### config.mk
export PLATFORM = sky130hd
export DESIGN_NAME = rdc_pin_decode
export DESIGN_NICKNAME = d
export VERILOG_FILES = /design/src/logic/rdc_pkg.sv /design/src/logic/rdc_level_decode.sv /design/src/logic/rdc_pin_decode.sv
export SDC_FILE = /design/constraint.sdc
export NUM_CORES = 1
export LEC_CHECK = 0
export BUFFER_PORTS_ARGS = -buffer_cell sky130_fd_sc_hd__clkbuf_2
export CELL_PAD_IN_SITES_DETAIL_PLACEMENT = 1
export CELL_PAD_IN_SITES_GLOBAL_PLACEMENT = 2
export CORE_ASPECT_RATIO = 1.2
export CORE_MARGIN = 2
export CORE_UTILIZATION = 39
export CTS_CLUSTER_SIZE = 10
export DETAILED_ROUTE_END_ITERATION = 6
export GPL_TIMING_DRIVEN = 0
export PLACE_DENSITY = 0.81
export SLEW_MARGIN = 20
export SYNTH_ARGS = -nofsm -noshare
export SYNTH_HDL_FRONTEND = slang
export SYNTH_SLANG_ARGS = --single-unit
export TNS_END_PERCENT = 50
### constraint.sdc
create_clock -name sys_clk_in -period 7.7 [get_ports sys_clk_in]
set_input_delay 1.155 -clock sys_clk_in [delete_from_list [all_inputs] [get_ports sys_clk_in]]
set_output_delay 1.155 -clock sys_clk_in [all_outputs]
set_load 0.05 [all_outputs]
### src/logic/rdc_pkg.sv
// Shared constants and types for the control-pin decode block
package rdc_pkg;

  typedef enum logic [1:0] {
    LVL_STRONG_LO = 2'h0,
    LVL_WEAK_LO   = 2'h1,
    LVL_OPEN      = 2'h3,
    LVL_STRONG_HI = 2'h2
  } rdc_level_t;

  typedef enum logic [1:0] {
    MODE_PIN    = 2'h0,
    MODE_EEPROM = 2'h1,
    MODE_TARGET = 2'h3
  } rdc_mode_t;

  typedef enum logic [1:0] {
    RATE_GEN12    = 2'h0,
    RATE_AUTO     = 2'h1,
    RATE_GEN3_NDE = 2'h3,
    RATE_GEN3_DE  = 2'h2
  } rdc_rate_t;

  typedef enum logic [2:0] {
    LD_IDLE  = 3'h0,
    LD_START = 3'h1,
    LD_BIT   = 3'h3,
    LD_STOP  = 3'h2,
    LD_DONE  = 3'h6
  } rdc_load_t;

  // Comparator thermometer patterns of a four-level pin
  localparam logic [2:0] THERMO_STRONG_LO = 3'h0;
  localparam logic [2:0] THERMO_WEAK_LO   = 3'h1;
  localparam logic [2:0] THERMO_OPEN      = 3'h3;
  localparam logic [2:0] THERMO_STRONG_HI = 3'h7;
  localparam int unsigned THERMO_LOGIC_BIT = 1;

  localparam int unsigned NUM_CHAN   = 8;
  localparam int unsigned BANK_SIZE  = 4;
  localparam int unsigned NUM_PINS   = 12;
  localparam int unsigned STRAP_STABLE_CYC = 4;

  // Four-level pin slots
  localparam int unsigned PIN_MODE  = 0;
  localparam int unsigned PIN_RATE  = 1;
  localparam int unsigned PIN_SDTH  = 2;
  localparam int unsigned PIN_RECEIVER_DETECT_CONTROL = 3;
  localparam int unsigned PIN_EQA0  = 4;
  localparam int unsigned PIN_EQA1  = 5;
  localparam int unsigned PIN_EQB0  = 6;
  localparam int unsigned PIN_EQB1  = 7;
  localparam int unsigned PIN_DEMA0 = 8;
  localparam int unsigned PIN_DEMA1 = 9;
  localparam int unsigned PIN_DEMB0 = 10;
  localparam int unsigned PIN_DEMB1 = 11;

  // Load clock timing
  localparam int unsigned CLK_PERIOD_NS = 100;
  localparam int unsigned SCL_HALF_NS   = 5000;
  localparam int unsigned SCL_HALF_CYC  = (SCL_HALF_NS + CLK_PERIOD_NS - 1) / CLK_PERIOD_NS;

  localparam logic [6:0] EE_DEV_ADDR = 7'h50;
  localparam logic [3:0] LOAD_BYTES  = 4'h8;
  localparam logic [3:0] ACK_BIT     = 4'h8;

  // Register word addresses and fields
  localparam logic [3:0] REG_CHAN0   = 4'h0;
  localparam logic [3:0] REG_STATUS  = 4'h8;
  localparam logic [3:0] REG_ADDRESS = 4'h9;
  localparam int unsigned CHAN_EQ_LSB  = 0;
  localparam int unsigned CHAN_DEM_LSB = 4;
  localparam logic [7:0] CHAN_RESET    = 8'h00;
  localparam int unsigned ST_MODE_LSB   = 0;
  localparam int unsigned ST_RATE_LSB   = 2;
  localparam int unsigned ST_BUSY_BIT   = 4;
  localparam int unsigned ST_FAIL_BIT   = 5;
  localparam int unsigned ST_POWER_DOWN_INPUT_BIT   = 6;
  localparam int unsigned ST_TERM_BIT   = 7;

endpackage

### src/logic/rdc_level_decode.sv
// Four-level strap resolver with a stability filter
`timescale 1ns/1ns
`default_nettype none
module rdc_level_decode #(
  parameter int unsigned STABLE_CYC = rdc_pkg::STRAP_STABLE_CYC
) (
  input  wire logic             sys_clk_in,
  input  wire logic             rst_in,
  input  wire logic             ce_in,
  input  wire logic [2:0]       thermo_in,
  output var  rdc_pkg::rdc_level_t code_out
);

  localparam int unsigned CW = $clog2(STABLE_CYC + 1);

  logic              valid;
  rdc_pkg::rdc_level_t raw;
  rdc_pkg::rdc_level_t cand_q;
  logic [CW-1:0]     cnt_q;

  always_comb begin
    valid = 1'b1;
    case (thermo_in)
      rdc_pkg::THERMO_STRONG_LO: raw = rdc_pkg::LVL_STRONG_LO;
      rdc_pkg::THERMO_WEAK_LO:   raw = rdc_pkg::LVL_WEAK_LO;
      rdc_pkg::THERMO_OPEN:      raw = rdc_pkg::LVL_OPEN;
      rdc_pkg::THERMO_STRONG_HI: raw = rdc_pkg::LVL_STRONG_HI;
      default: begin
        raw   = cand_q;
        valid = 1'b0;
      end
    endcase
  end

  // Code changes only after a steady level, so slow edges cannot flash a mode
  always_ff @(posedge sys_clk_in) begin
    if (rst_in) begin
      cand_q   <= rdc_pkg::LVL_STRONG_LO;
      cnt_q    <= '0;
      code_out <= rdc_pkg::LVL_STRONG_LO;
    end else if (ce_in && valid) begin
      if (raw != cand_q) begin
        cand_q <= raw;
        cnt_q  <= '0;
      end else if (cnt_q == CW'(STABLE_CYC - 1)) begin
        code_out <= cand_q;
      end else begin
        cnt_q <= cnt_q + CW'(1);
      end
    end
  end
endmodule
`default_nettype wire

### src/logic/rdc_pin_decode.sv
// Control-pin decode, mode selection and configuration load engine
`timescale 1ns/1ns
`default_nettype none
module rdc_pin_decode #(
  parameter int unsigned HALF_CYC   = rdc_pkg::SCL_HALF_CYC,
  parameter int unsigned STABLE_CYC = rdc_pkg::STRAP_STABLE_CYC
) (
  input  wire logic        sys_clk_in,
  input  wire logic        rst_in,
  input  wire logic        ce_in,
  input  wire logic [2:0]  lvl_mgmt_bus_mode_select_in,
  input  wire logic [2:0]  lvl_rate_mode_in,
  input  wire logic [2:0]  lvl_signal_detect_threshold_in,
  input  wire logic [2:0]  lvl_receiver_detect_control_in,
  input  wire logic [2:0]  lvl_bank_a_equalization_level0_in,
  input  wire logic [2:0]  lvl_bank_a_equalization_level1_in,
  input  wire logic [2:0]  lvl_bank_b_equalization_level0_in,
  input  wire logic [2:0]  lvl_bank_b_equalization_level1_in,
  input  wire logic [2:0]  lvl_bank_a_deemphasis_level0_in,
  input  wire logic [2:0]  lvl_bank_a_deemphasis_level1_in,
  input  wire logic [2:0]  lvl_bank_b_deemphasis_level0_in,
  input  wire logic [2:0]  lvl_bank_b_deemphasis_level1_in,
  input  wire logic        eeprom_load_trigger_in,
  input  wire logic        power_down_input_in,
  output logic             mgmt_data_out,
  output logic             mgmt_data_oe_out,
  output logic             mgmt_clock_out,
  output logic             mgmt_clock_oe_out,
  input  wire logic [3:0]  reg_addr_in,
  input  wire logic [7:0]  reg_wdata_in,
  input  wire logic        reg_wr_in,
  input  wire logic        reg_rd_in,
  output logic [7:0]       reg_rdata_out,
  output logic [1:0]       mgmt_mode_out,
  output logic [3:0]       target_address_out,
  output logic [31:0]      chan_eq_out,
  output logic [31:0]      chan_dem_out,
  output logic [1:0]       rate_mode_out,
  output logic [1:0]       sd_threshold_out,
  output logic             term_50_ohm_out,
  output logic             powered_down_out,
  output logic             load_status_out,
  output logic             load_busy_out
);

  localparam int unsigned DW = $clog2(HALF_CYC + 1);

  function automatic logic rdc_sda_low(input logic tx, input logic [3:0] bitn,
                                       input logic last, input logic txbit);
    if (bitn == rdc_pkg::ACK_BIT)
      return tx ? 1'b0 : ~last;
    return tx ? ~txbit : 1'b0;
  endfunction

  function automatic logic rdc_is_hi(input rdc_pkg::rdc_level_t c);
    return c == rdc_pkg::LVL_STRONG_HI;
  endfunction

  logic [2:0]          thermo [rdc_pkg::NUM_PINS];
  rdc_pkg::rdc_level_t code   [rdc_pkg::NUM_PINS];
  rdc_pkg::rdc_mode_t  mode;
  rdc_pkg::rdc_rate_t  rate;
  logic [3:0]          addr_now;
  logic [3:0]          bank_a_eq;
  logic [3:0]          bank_b_eq;
  logic [3:0]          bank_a_dem;
  logic [3:0]          bank_b_dem;
  logic [7:0]          chan_q [rdc_pkg::NUM_CHAN];
  logic                trig_prev_q;
  logic                load_start;
  rdc_pkg::rdc_load_t  ld_state_q;
  logic [DW-1:0]       div_q;
  logic                tick;
  logic                half_q;
  logic [3:0]          bit_q;
  logic [3:0]          byte_q;
  logic [7:0]          shift_q;
  logic                fail_q;
  logic                scl_low_q;
  logic                sda_low_q;
  logic                sda_level;
  logic                last_bit;
  logic [3:0]          nxt_bit;
  logic [3:0]          nxt_byte;
  logic [7:0]          nxt_shift;
  logic                nxt_sda_low;
  logic [7:0]          status;

  assign thermo[rdc_pkg::PIN_MODE]  = lvl_mgmt_bus_mode_select_in;
  assign thermo[rdc_pkg::PIN_RATE]  = lvl_rate_mode_in;
  assign thermo[rdc_pkg::PIN_SDTH]  = lvl_signal_detect_threshold_in;
  assign thermo[rdc_pkg::PIN_RECEIVER_DETECT_CONTROL] = lvl_receiver_detect_control_in;
  assign thermo[rdc_pkg::PIN_EQA0]  = lvl_bank_a_equalization_level0_in;
  assign thermo[rdc_pkg::PIN_EQA1]  = lvl_bank_a_equalization_level1_in;
  assign thermo[rdc_pkg::PIN_EQB0]  = lvl_bank_b_equalization_level0_in;
  assign thermo[rdc_pkg::PIN_EQB1]  = lvl_bank_b_equalization_level1_in;
  assign thermo[rdc_pkg::PIN_DEMA0] = lvl_bank_a_deemphasis_level0_in;
  assign thermo[rdc_pkg::PIN_DEMA1] = lvl_bank_a_deemphasis_level1_in;
  assign thermo[rdc_pkg::PIN_DEMB0] = lvl_bank_b_deemphasis_level0_in;
  assign thermo[rdc_pkg::PIN_DEMB1] = lvl_bank_b_deemphasis_level1_in;

  for (genvar p = 0; p < rdc_pkg::NUM_PINS; p++) begin : g_pin
    rdc_level_decode #(
      .STABLE_CYC (STABLE_CYC)
    ) u_dec (
      .sys_clk_in (sys_clk_in),
      .rst_in     (rst_in),
      .ce_in      (ce_in),
      .thermo_in  (thermo[p]),
      .code_out   (code[p])
    );
  end

  // Strap decode; weak pull-down on the mode pin is undefined, kept as pin mode
  always_comb begin
    case (code[rdc_pkg::PIN_MODE])
      rdc_pkg::LVL_STRONG_HI: mode = rdc_pkg::MODE_TARGET;
      rdc_pkg::LVL_OPEN:      mode = rdc_pkg::MODE_EEPROM;
      default:                mode = rdc_pkg::MODE_PIN;
    endcase
    case (code[rdc_pkg::PIN_RATE])
      rdc_pkg::LVL_STRONG_LO: rate = rdc_pkg::RATE_GEN12;
      rdc_pkg::LVL_OPEN:      rate = rdc_pkg::RATE_AUTO;
      rdc_pkg::LVL_WEAK_LO:   rate = rdc_pkg::RATE_GEN3_NDE;
      default:                rate = rdc_pkg::RATE_GEN3_DE;
    endcase
    // Shared pins: address bits lean on the board strapping them hard
    addr_now = {rdc_is_hi(code[rdc_pkg::PIN_EQB0]), rdc_is_hi(code[rdc_pkg::PIN_EQB1]),
                rdc_is_hi(code[rdc_pkg::PIN_DEMB0]), rdc_is_hi(code[rdc_pkg::PIN_DEMB1])};
    bank_a_eq  = {code[rdc_pkg::PIN_EQA1], code[rdc_pkg::PIN_EQA0]};
    bank_b_eq  = {code[rdc_pkg::PIN_EQB1], code[rdc_pkg::PIN_EQB0]};
    bank_a_dem = {code[rdc_pkg::PIN_DEMA1], code[rdc_pkg::PIN_DEMA0]};
    bank_b_dem = {code[rdc_pkg::PIN_DEMB1], code[rdc_pkg::PIN_DEMB0]};
  end

  // Decoded configuration outputs
  always_ff @(posedge sys_clk_in) begin
    if (rst_in) begin
      mgmt_mode_out      <= rdc_pkg::MODE_PIN;
      target_address_out <= 4'h0;
      rate_mode_out      <= rdc_pkg::RATE_GEN12;
      sd_threshold_out   <= rdc_pkg::LVL_STRONG_LO;
      term_50_ohm_out    <= 1'b0;
      powered_down_out   <= 1'b0;
    end else if (ce_in) begin
      mgmt_mode_out <= mode;
      if (mode != rdc_pkg::MODE_PIN) begin
        target_address_out <= addr_now;
      end
      rate_mode_out    <= rate;
      sd_threshold_out <= code[rdc_pkg::PIN_SDTH];
      // Only a hard pull-down selects the high-impedance load
      term_50_ohm_out  <= code[rdc_pkg::PIN_RECEIVER_DETECT_CONTROL] != rdc_pkg::LVL_STRONG_LO;
      powered_down_out <= power_down_input_in;
    end
  end

  // Per-channel levels: straps by bank in pin mode, registers otherwise
  always_ff @(posedge sys_clk_in) begin
    if (rst_in) begin
      chan_eq_out  <= 32'h0;
      chan_dem_out <= 32'h0;
    end else if (ce_in) begin
      for (int c = 0; c < rdc_pkg::NUM_CHAN; c++) begin
        if (mode == rdc_pkg::MODE_PIN) begin
          chan_eq_out[c*4 +: 4]  <= (c < rdc_pkg::BANK_SIZE) ? bank_a_eq : bank_b_eq;
          chan_dem_out[c*4 +: 4] <= (c < rdc_pkg::BANK_SIZE) ? bank_a_dem : bank_b_dem;
        end else begin
          chan_eq_out[c*4 +: 4]  <= chan_q[c][rdc_pkg::CHAN_EQ_LSB +: 4];
          chan_dem_out[c*4 +: 4] <= chan_q[c][rdc_pkg::CHAN_DEM_LSB +: 4];
        end
      end
    end
  end

  // Load trigger edge detect; inputs are already synchronous
  assign load_start = trig_prev_q && !eeprom_load_trigger_in && mode == rdc_pkg::MODE_EEPROM
                      && ld_state_q == rdc_pkg::LD_IDLE;
  assign tick       = div_q == DW'(HALF_CYC - 1);
  assign sda_level  = lvl_bank_a_deemphasis_level0_in[rdc_pkg::THERMO_LOGIC_BIT];

  always_ff @(posedge sys_clk_in) begin
    if (rst_in) begin
      trig_prev_q <= 1'b1;
    end else if (ce_in) begin
      trig_prev_q <= eeprom_load_trigger_in;
    end
  end

  always_comb begin
    last_bit    = bit_q == rdc_pkg::ACK_BIT;
    nxt_bit     = last_bit ? 4'h0 : bit_q + 4'h1;
    nxt_byte    = last_bit ? byte_q + 4'h1 : byte_q;
    nxt_shift   = {shift_q[6:0], (byte_q == 4'h0) ? 1'b0 : sda_level};
    nxt_sda_low = rdc_sda_low(nxt_byte == 4'h0, nxt_bit, nxt_byte == rdc_pkg::LOAD_BYTES, nxt_shift[7]);
  end

  always_ff @(posedge sys_clk_in) begin
    if (rst_in || !load_busy_out) begin
      div_q <= '0;
    end else if (ce_in) begin
      div_q <= tick ? '0 : div_q + DW'(1);
    end
  end

  // Load engine: start, address byte, data bytes with master ack except a nack on the last, stop
  always_ff @(posedge sys_clk_in) begin
    if (rst_in) begin
      ld_state_q <= rdc_pkg::LD_IDLE;
      half_q     <= 1'b0;
      bit_q      <= 4'h0;
      byte_q     <= 4'h0;
      shift_q    <= 8'h00;
      fail_q     <= 1'b0;
      scl_low_q  <= 1'b0;
      sda_low_q  <= 1'b0;
    end else if (ce_in) begin
      case (ld_state_q)
        rdc_pkg::LD_IDLE: begin
          scl_low_q <= 1'b0;
          sda_low_q <= 1'b0;
          if (load_start) begin
            ld_state_q <= rdc_pkg::LD_START;
            half_q     <= 1'b0;
            fail_q     <= 1'b0;
          end
        end
        rdc_pkg::LD_START: begin
          if (tick && !half_q) begin
            sda_low_q <= 1'b1;
            half_q    <= 1'b1;
          end else if (tick) begin
            scl_low_q  <= 1'b1;
            half_q     <= 1'b0;
            bit_q      <= 4'h0;
            byte_q     <= 4'h0;
            shift_q    <= {rdc_pkg::EE_DEV_ADDR, 1'b1};
            sda_low_q  <= rdc_sda_low(1'b1, 4'h0, 1'b0, rdc_pkg::EE_DEV_ADDR[6]);
            ld_state_q <= rdc_pkg::LD_BIT;
          end
        end
        rdc_pkg::LD_BIT: begin
          if (tick && !half_q) begin
            scl_low_q <= 1'b0;
            half_q    <= 1'b1;
          end else if (tick) begin
            scl_low_q <= 1'b1;
            half_q    <= 1'b0;
            if (!last_bit) begin
              shift_q <= nxt_shift;
            end
            bit_q     <= nxt_bit;
            byte_q    <= nxt_byte;
            sda_low_q <= nxt_sda_low;
            // No answer to the address byte means no device fitted
            if (last_bit && (byte_q == 4'h0 && sda_level || byte_q == rdc_pkg::LOAD_BYTES)) begin
              fail_q     <= byte_q == 4'h0;
              sda_low_q  <= 1'b1;
              ld_state_q <= rdc_pkg::LD_STOP;
            end
          end
        end
        rdc_pkg::LD_STOP: begin
          if (tick && !half_q) begin
            scl_low_q <= 1'b0;
            half_q    <= 1'b1;
          end else if (tick) begin
            sda_low_q  <= 1'b0;
            ld_state_q <= rdc_pkg::LD_DONE;
          end
        end
        rdc_pkg::LD_DONE: begin
          ld_state_q <= rdc_pkg::LD_IDLE;
        end
        default: begin
          ld_state_q <= rdc_pkg::LD_IDLE;
        end
      endcase
    end
  end

  // High until a load passes; a new load shows high again while it runs
  always_ff @(posedge sys_clk_in) begin
    if (rst_in) begin
      load_status_out <= 1'b1;
    end else if (ce_in) begin
      if (load_start) begin
        load_status_out <= 1'b1;
      end else if (ld_state_q == rdc_pkg::LD_DONE) begin
        load_status_out <= fail_q;
      end
    end
  end

  assign load_busy_out     = ld_state_q != rdc_pkg::LD_IDLE;
  assign mgmt_clock_out    = 1'b0;
  assign mgmt_clock_oe_out = scl_low_q;
  assign mgmt_data_out     = 1'b0;
  assign mgmt_data_oe_out  = sda_low_q;

  // Channel registers; a byte from the loader wins over a bus write
  always_ff @(posedge sys_clk_in) begin
    if (rst_in) begin
      for (int c = 0; c < rdc_pkg::NUM_CHAN; c++) begin
        chan_q[c] <= rdc_pkg::CHAN_RESET;
      end
    end else if (ce_in) begin
      if (ld_state_q == rdc_pkg::LD_BIT && tick && half_q && last_bit && byte_q != 4'h0) begin
        chan_q[3'(byte_q - 4'h1)] <= shift_q;
      end else if (reg_wr_in && !reg_addr_in[3]) begin
        chan_q[reg_addr_in[2:0]] <= reg_wdata_in;
      end
    end
  end

  always_comb begin
    status = 8'h00;
    status[rdc_pkg::ST_MODE_LSB +: 2] = mgmt_mode_out;
    status[rdc_pkg::ST_RATE_LSB +: 2] = rate_mode_out;
    status[rdc_pkg::ST_BUSY_BIT]      = load_busy_out;
    status[rdc_pkg::ST_FAIL_BIT]      = load_status_out;
    status[rdc_pkg::ST_POWER_DOWN_INPUT_BIT]      = powered_down_out;
    status[rdc_pkg::ST_TERM_BIT]      = term_50_ohm_out;
  end

  // Read data stands one cycle only; unmapped words read zero
  always_ff @(posedge sys_clk_in) begin
    if (rst_in) begin
      reg_rdata_out <= 8'h00;
    end else if (ce_in) begin
      if (!reg_rd_in) begin
        reg_rdata_out <= 8'h00;
      end else if (!reg_addr_in[3]) begin
        reg_rdata_out <= chan_q[reg_addr_in[2:0]];
      end else if (reg_addr_in == rdc_pkg::REG_STATUS) begin
        reg_rdata_out <= status;
      end else if (reg_addr_in == rdc_pkg::REG_ADDRESS) begin
        reg_rdata_out <= {4'h0, target_address_out};
      end else begin
        reg_rdata_out <= 8'h00;
      end
    end
  end
endmodule
`default_nettype wire

==> results_dict.tcl, run 1 <==
set metrics [dict create \
    first_global_vias 11200 \
    cp_max_fo 10 \
    cts_resized 0 \
    post-place-ws_ps 3360 \
    rows 72 \
    antenna_found_initial 0 \
    vias 11000 \
    nets 1670 \
    fin_crit_sh_pct 47.5 \
    vias_per_cell 5.48 \
    synth-async-reset-ratio_pct 0 \
    synth_area_leader_cell "dfxtp_1" \
    path_common_cell "clkbuf_1" \
    drc 0 \
    cp_slowest_cell "clkbuf_1" \
    timing.setup.tns_ps 0 \
    cts_max_level 1 \
    finalMaxSlewViolations 0 \
    final_util_pct 46.4 \
    grt.overflow.total 0 \
    status "complete, no violations" \
    cts_root_buf "clkbuf_16" \
    hold_viol_final 0 \
    clk_latency_ps 560 \
    start_kind "input pin" \
    netlist_area_um2 12900 \
    clk_path_buf_depth 3 \
    synth.area.top_cells "dfxtp_1 31%, edfxtp_1 15%, nor2_1 8.2%" \
    finClkSkew_ps 10.1 \
    arrival_ps 4070 \
    yosysSeqAreaShare_pct 45.9 \
    slew-limit-headroom_pct 17.2 \
    hpwl_um 31600 \
    grt_first_pass_wirelength_um 64000 \
    finalWirelength_um 41500 \
    fin_crit_ps 3660 \
    postPlaceCellArea_um2 14100 \
    synthTopCellsByCount "282 x nor2_1, 199 x dfxtp_1, 145 x a21oi_1, 73 x a211oi_1, 64 x edfxtp_1" \
    drive_above_1_share_pct 15.4 \
    numClockSinks 263 \
    yosysTopAreaCellShare_pct 30.9 \
    die-width_um 170 \
    cts_tree "done" \
    synthDistinctLibCells 71 \
    swShare_pct 26.6 \
    diodes 0 \
    maxCapViolations 0 \
    cpPeakStageDelay_ps 790 \
    synth_edf_count 64 \
    end_kind "register" \
    busiest_layer "met2" \
    ant_nets 0 \
    setup_violations 0 \
    p_leak_nw 5.72 \
    port_buffers 142 \
    firstDrtPassIters 4 \
    ys.flop_type "dfxtp_1" \
    ys_seq_elements 263 \
    core_um2 32300 \
    syn_avg_cell_area_um2 9.15 \
    postSynthCellCount 1407 \
    grtUsageMet2_pct 43.1 \
    synthMostInstantiatedCell "nor2_1" \
    die-area_um2 34500 \
    p_int_mw 2.35 \
    finalInstanceArea_um2 15000 \
    grtUsageTotal_pct 24.0 \
    pwr-share-comb_pct 11.2 \
    ctsHoldBuffers 0 \
    drt_iter0_markers 438 \
    seqPwrFrac_pct 46.5 \
    max_freq_mhz 273 \
    gr-usage-met1_pct 29.3 \
    clk_pin_slew_ps 60 \
    clockPowerShare_pct 42.3 \
    area_growth_pct 16.5 \
    cts_buffers 31 \
    vdd.ir_drop.worst_mv 0.143 \
    powerDensity_nw_per_um2 213 \
    grt_max_degree 16 \
    ys_warn_count 0 \
    p_switching_mw 0.853 \
    gp_congestion 0.851 \
    holdCritPathClass "register to register" \
    initial_utilization_pct 39.8 \
    io_pins 145 \
    cts_setup_buffers 0 \
    setup_ws_ps 4040 \
    die_h_um 203 \
    critical_path_required_ps 8110 \
    tightest_slew_ps 1210 \
    path_cells "clkbuf_2 -> clkbuf_1 -> clkbuf_1 -> clkbuf_1 -> clkbuf_1 -> a211oi_1" \
    grt.met3_usage_pct 2.79 \
    path_class "input pin to register" \
    routedWlPerCell_um 20.7 \
    rsz0062_at_grt "false" \
    power_mw 3.20 \
]
==> power groups by stage <==
stage / logic, mW / registers, mW / clock network, mW
global placement: 0.356 / 1.52 / 0
CTS: 0.363 / 1.49 / 1.37
finish: 0.360 / 1.49 / 1.35
detailed placement: 0.361 / 1.52 / 0
global route: 0.391 / 1.49 / 1.43
floorplan: 0.180 / 1.57 / 0
==> sequential cells by signal, indices dropped and copies added (netlist names), 6 cells and up <==
signal	cells
chan_q	64
reg_rdata_out	8
g_pin.u_dec.cand_q	24
g_pin.u_dec.cnt_q	36
chan_dem_out	32
div_q	6
chan_eq_out	32
shift_q	8
g_pin.u_dec.code_out	24
==> cells in the final DEF (no fill, tap or decap), types with 9 or more instances in the layout <==
| cell type | count |
|---|---|
| ha_1 | 32 |
| clkbuf_2 | 144 |
| nand3_1 | 30 |
| nor2_1 | 282 |
| edfxtp_1 | 64 |
| a21o_1 | 11 |
| o21ai_0 | 39 |
| a211oi_1 | 73 |
| nor3_1 | 20 |
| inv_1 | 59 |
| nand2_1 | 52 |
| a2bb2oi_1 | 12 |
| clkbuf_16 | 31 |
| mux2_2 | 10 |
| dfxtp_1 | 199 |
| or2_2 | 9 |
| or3_1 | 15 |
| a22oi_1 | 10 |
| mux2i_1 | 44 |
| mux4_2 | 16 |
| nand2b_1 | 33 |
| nor2b_1 | 28 |
| o22a_1 | 13 |
| and3_1 | 11 |
| clkbuf_1 | 70 |
| a21oi_1 | 145 |
==> worst max-delay path, delay by kind of cell <==
family | cells | cell delay, ps
buffers and inverters | 5 | 2740
AOI/OAI and AO/OA | 1 | 150
==> worst paths after layout <==
path,startpoint,endpoint,slack [ps],cells past startpoint
setup / recovery,ce_in,chan_eq_out[25]$_SDFFE_PP0P_,4040,6
setup reg to reg,byte_q[0]$_SDFFE_PP0P_,chan_q[4][6]$_SDFFCE_PN0P_,4440,8
hold reg to reg,shift_q[2]$_SDFFE_PP0P_,shift_q[2]$_SDFFE_PP0P_,470,2
hold / removal,shift_q[2]$_SDFFE_PP0P_,shift_q[2]$_SDFFE_PP0P_,470,2
==> cells by family (layout without fill, tap and decap cells) <==
kind of cell    after synthesis  count (layout)  synth area share, %
buf+inv                     133             325                 4.13
xor+xnor                      9               9                0.612
fa+ha+maj                    32              32                 3.11
mux                          75              75                 7.75
simple gates                539             539                 20.6
flops                       263             263                 45.9
other cells                   1               2               0.0291
compound gates              355             355                 17.9
==> through the flow <==
stage	hold slack, ps	std cells
floorplan	428	1408
global placement	461	1957
detailed placement	464	1957
CTS	475	2007
global route	495	2007
finish	474	2007
==> routing by layer <==
metal | wire [um] | vias to the layer above | part of all wire, %
met3 | 1750 | 70 | 4.2
li1 | - | 5371 | -
met4 | 1450 | 0 | 3.5
met5 | 0 | - | 0
met1 | 17600 | 5304 | 42
met2 | 20700 | 252 | 50
==> layout make-up <==
class | count | area (um2)
buffer | 73 | 307
clock buffer | 48 | 890
clock inverter | 2 | 16.3
fill | 3801 | 17300
inverter | 60 | 225
multi-input combinational | 1012 | 6440
sequential | 263 | 5910
tap | 407 | 509
timing repair buffer | 142 | 711
No activity file was read; power rests on OpenSTA's default activity.
==> inputs of run 2 (changes only) <==
--- a/config.mk
+++ b/config.mk
@@ -10,11 +10,11 @@
 export CELL_PAD_IN_SITES_GLOBAL_PLACEMENT = 2
 export CORE_ASPECT_RATIO = 1.2
 export CORE_MARGIN = 2
-export CORE_UTILIZATION = 39
+export CORE_UTILIZATION = 33
 export CTS_CLUSTER_SIZE = 10
 export DETAILED_ROUTE_END_ITERATION = 6
 export GPL_TIMING_DRIVEN = 0
-export PLACE_DENSITY = 0.81
+export PLACE_DENSITY = 0.73
 export SLEW_MARGIN = 20
 export SYNTH_ARGS = -nofsm -noshare
 export SYNTH_HDL_FRONTEND = slang
==> constraint.sdc (replaced) <==
create_clock -name sys_clk_in -period 3.2 [get_ports sys_clk_in]
set_input_delay 0.48 -clock sys_clk_in [delete_from_list [all_inputs] [get_ports sys_clk_in]]
set_output_delay 0.48 -clock sys_clk_in [all_outputs]
set_load 0.05 [all_outputs]
==> run 2 against run 1 <==
Worst hold slack lost 300 ps. Critical path type is now register to register. First-iteration DRC count shrank 4.1%. Final cell count grew 6.1%. Largest power group unchanged. Non-clock buffer count is the same. Register-to-register slack lost 4300 ps. Setup slack lost 3900 ps. Sequential share of layout area shrank 0.35 points. Routed wire length grew 4.8%. Clock power grew 140%.
==> results_dict.tcl, run 2 (same netlist as run 1, synthesis figures left out) <==
set metrics [dict create \
    layout_commonest_cell "nor2_1" \
    fin_crit_ps 3090 \
    setup_violations 0 \
    stdcell_count 2130 \
    end_kind "register" \
    status "complete, no violations" \
    drc 0 \
    tightest_slew_ps 967 \
    top_register "chan_q" \
    largestRegisters "chan_q x64, g_pin.u_dec.cnt_q x36" \
    holdPathStages 3 \
    die_h_um 220 \
    holdCritPathClass "input pin to register" \
    path_buf_inv 1 \
    cts_setup_buffers 0 \
    grt_max_degree 15 \
    cts_tree "done" \
    crit_cells 8 \
    finClkSkew_ps 9.31 \
    hpwl_um 32900 \
    diodes 0 \
    fill_cells 4557 \
    io_pins 145 \
    powerDensity_nw_per_um2 505 \
    swShare_pct 27.0 \
    path_cells "inv_1 -> ha_1 -> or3b_4 -> nand3_2 -> o21ai_4 -> mux2i_4 -> nand3_4 -> nand2b_1" \
    rsz0062_at_grt "false" \
    hold_viol_final 0 \
    numClockSinks 263 \
    ctsHoldBuffers 0 \
    clk_path_buf_depth 3 \
    grtUsageTotal_pct 21.7 \
    critPathTopFamily "simple AND/OR/NAND/NOR gates" \
    largest_reg_flops 64 \
    final_util_pct 39.2 \
    ff_latch_area_um2 5910 \
    ant_nets 0 \
    antenna_found_initial 0 \
    core_um2 38600 \
    drt_iter0_markers 420 \
    vias_per_cell 5.21 \
    port_buffers 142 \
    fin_crit_sh_pct 96.7 \
    p_int_mw 5.58 \
    timing.setup.tns_ps 0 \
    multi_input_area_um2 6460 \
    start_kind "register" \
    grt.overflow.total 0 \
    cts_max_level 1 \
    clk_pin_slew_ps 60 \
    arrival_ps 3290 \
    rows 79 \
    vias 11100 \
    routedWlPerCell_um 20.4 \
    r2r_cells 8 \
    nets 1670 \
    cp_max_fo 9 \
    seqPwrFrac_pct 46.9 \
    p_leak_nw 5.70 \
    clockPowerShare_pct 41.7 \
    maxCapViolations 0 \
    clk_latency_ps 560 \
    finalWirelength_um 43500 \
    firstDrtPassIters 4 \
    initial_utilization_pct 33.3 \
    cts_resized 6 \
    cts_buffers 31 \
    cts_root_buf "clkbuf_16" \
    critical_path_required_ps 3400 \
    placedCellCount 2076 \
    cp_slowest_cell "mux2i_4" \
    die-width_um 184 \
    gp_congestion 0.857 \
    finalMaxSlewViolations 0 \
    first_global_vias 11400 \
    path_class "register to register" \
    die-area_um2 40600 \
    most-common-layout-cells "282 x nor2_1, 198 x dfxtp_1, 145 x a21oi_1" \
    cpPeakStageDelay_ps 470 \
    max_freq_mhz 323 \
    grt_first_pass_wirelength_um 67200 \
    pwr-share-comb_pct 11.5 \
    area_growth_pct 17.6 \
    drive_above_1_share_pct 15.5 \
    slew-limit-headroom_pct 33.7 \
    p_switching_mw 2.06 \
    vdd.ir_drop.worst_mv 0.375 \
]
-- run 2: changes by cell type in the layout (fill, tap and decap cells not counted) --
cell,before,now
mux2i_2,2,3
clkbuf_1,70,77
clkbuf_8,5,1
mux2i_1,44,43
dfxtp_2,0,1
inv_6,1,0
clkinvlp_4,1,0
clkinv_1,1,3
nand2b_1,33,28
dfxtp_1,199,198
nand2b_2,0,4
clkinv_2,0,1
nand2b_4,0,1
-- run 2: through the flow --
stage	hold WS (ps)	total power, mW	instance area, um2	setup WS [ps]
after floorplan	428	4.22	12900	499
after global placement	461	4.52	14200	-431
after detailed placement	466	4.53	14200	-431
after CTS	145	7.73	15100	23.4
after global routing	163	7.95	15100	4.08
final	171	7.64	15100	106
-- run 2: path summary, 6_finish.rpt --
| kind | from | to | slack [ps] |
|---|---|---|---|
| setup / recovery | byte_q[0]$_SDFFE_PP0P_ | chan_q[0][6]$_SDFFCE_PN0P_ | 110 |
| hold / removal | power_down_input_in | powered_down_out$_SDFFE_PP0P_ | 170 |
| setup reg to reg | byte_q[0]$_SDFFE_PP0P_ | chan_q[0][6]$_SDFFCE_PN0P_ | 110 |
| hold reg to reg | shift_q[4]$_SDFFE_PP0P_ | shift_q[4]$_SDFFE_PP0P_ | 470 |
-- run 2: final cells by class --
cell class	instances	area share [%]
clock buffer	51	5.68
multi-input combinational	1012	42.7
tap	526	4.35
buffer	73	2.02
inverter	60	1.49
clock inverter	3	0.0826
sequential	263	39.0
timing repair buffer	142	4.69
-- run 2: power groups by stage --
| stage | combinational, mW | clock (mW) | sequential (mW) |
|---|---|---|---|
| CTS | 0.887 | 3.26 | 3.58 |
| global placement | 0.869 | 0 | 3.65 |
| floorplan | 0.433 | 0 | 3.79 |
| global route | 0.959 | 3.40 | 3.59 |
| detailed placement | 0.882 | 0 | 3.65 |
| finish | 0.877 | 3.18 | 3.58 |
-- run 2: layer usage --
| layer | up-vias | wire, um | GRT usage, % |
|---|---|---|---|
| met5 | - | 0 | 0 |
| met3 | 69 | 1890 | 2.86 |
| li1 | 5394 | - | - |
| met4 | 0 | 1260 | 7.36 |
| met1 | 5408 | 18700 | 26.4 |
| met2 | 219 | 21600 | 39.2 |
-- run 2: worst min-delay path: stages --
cell and delay [ps]:
clkbuf_2 70, mux2i_1 70, nor2_1 80
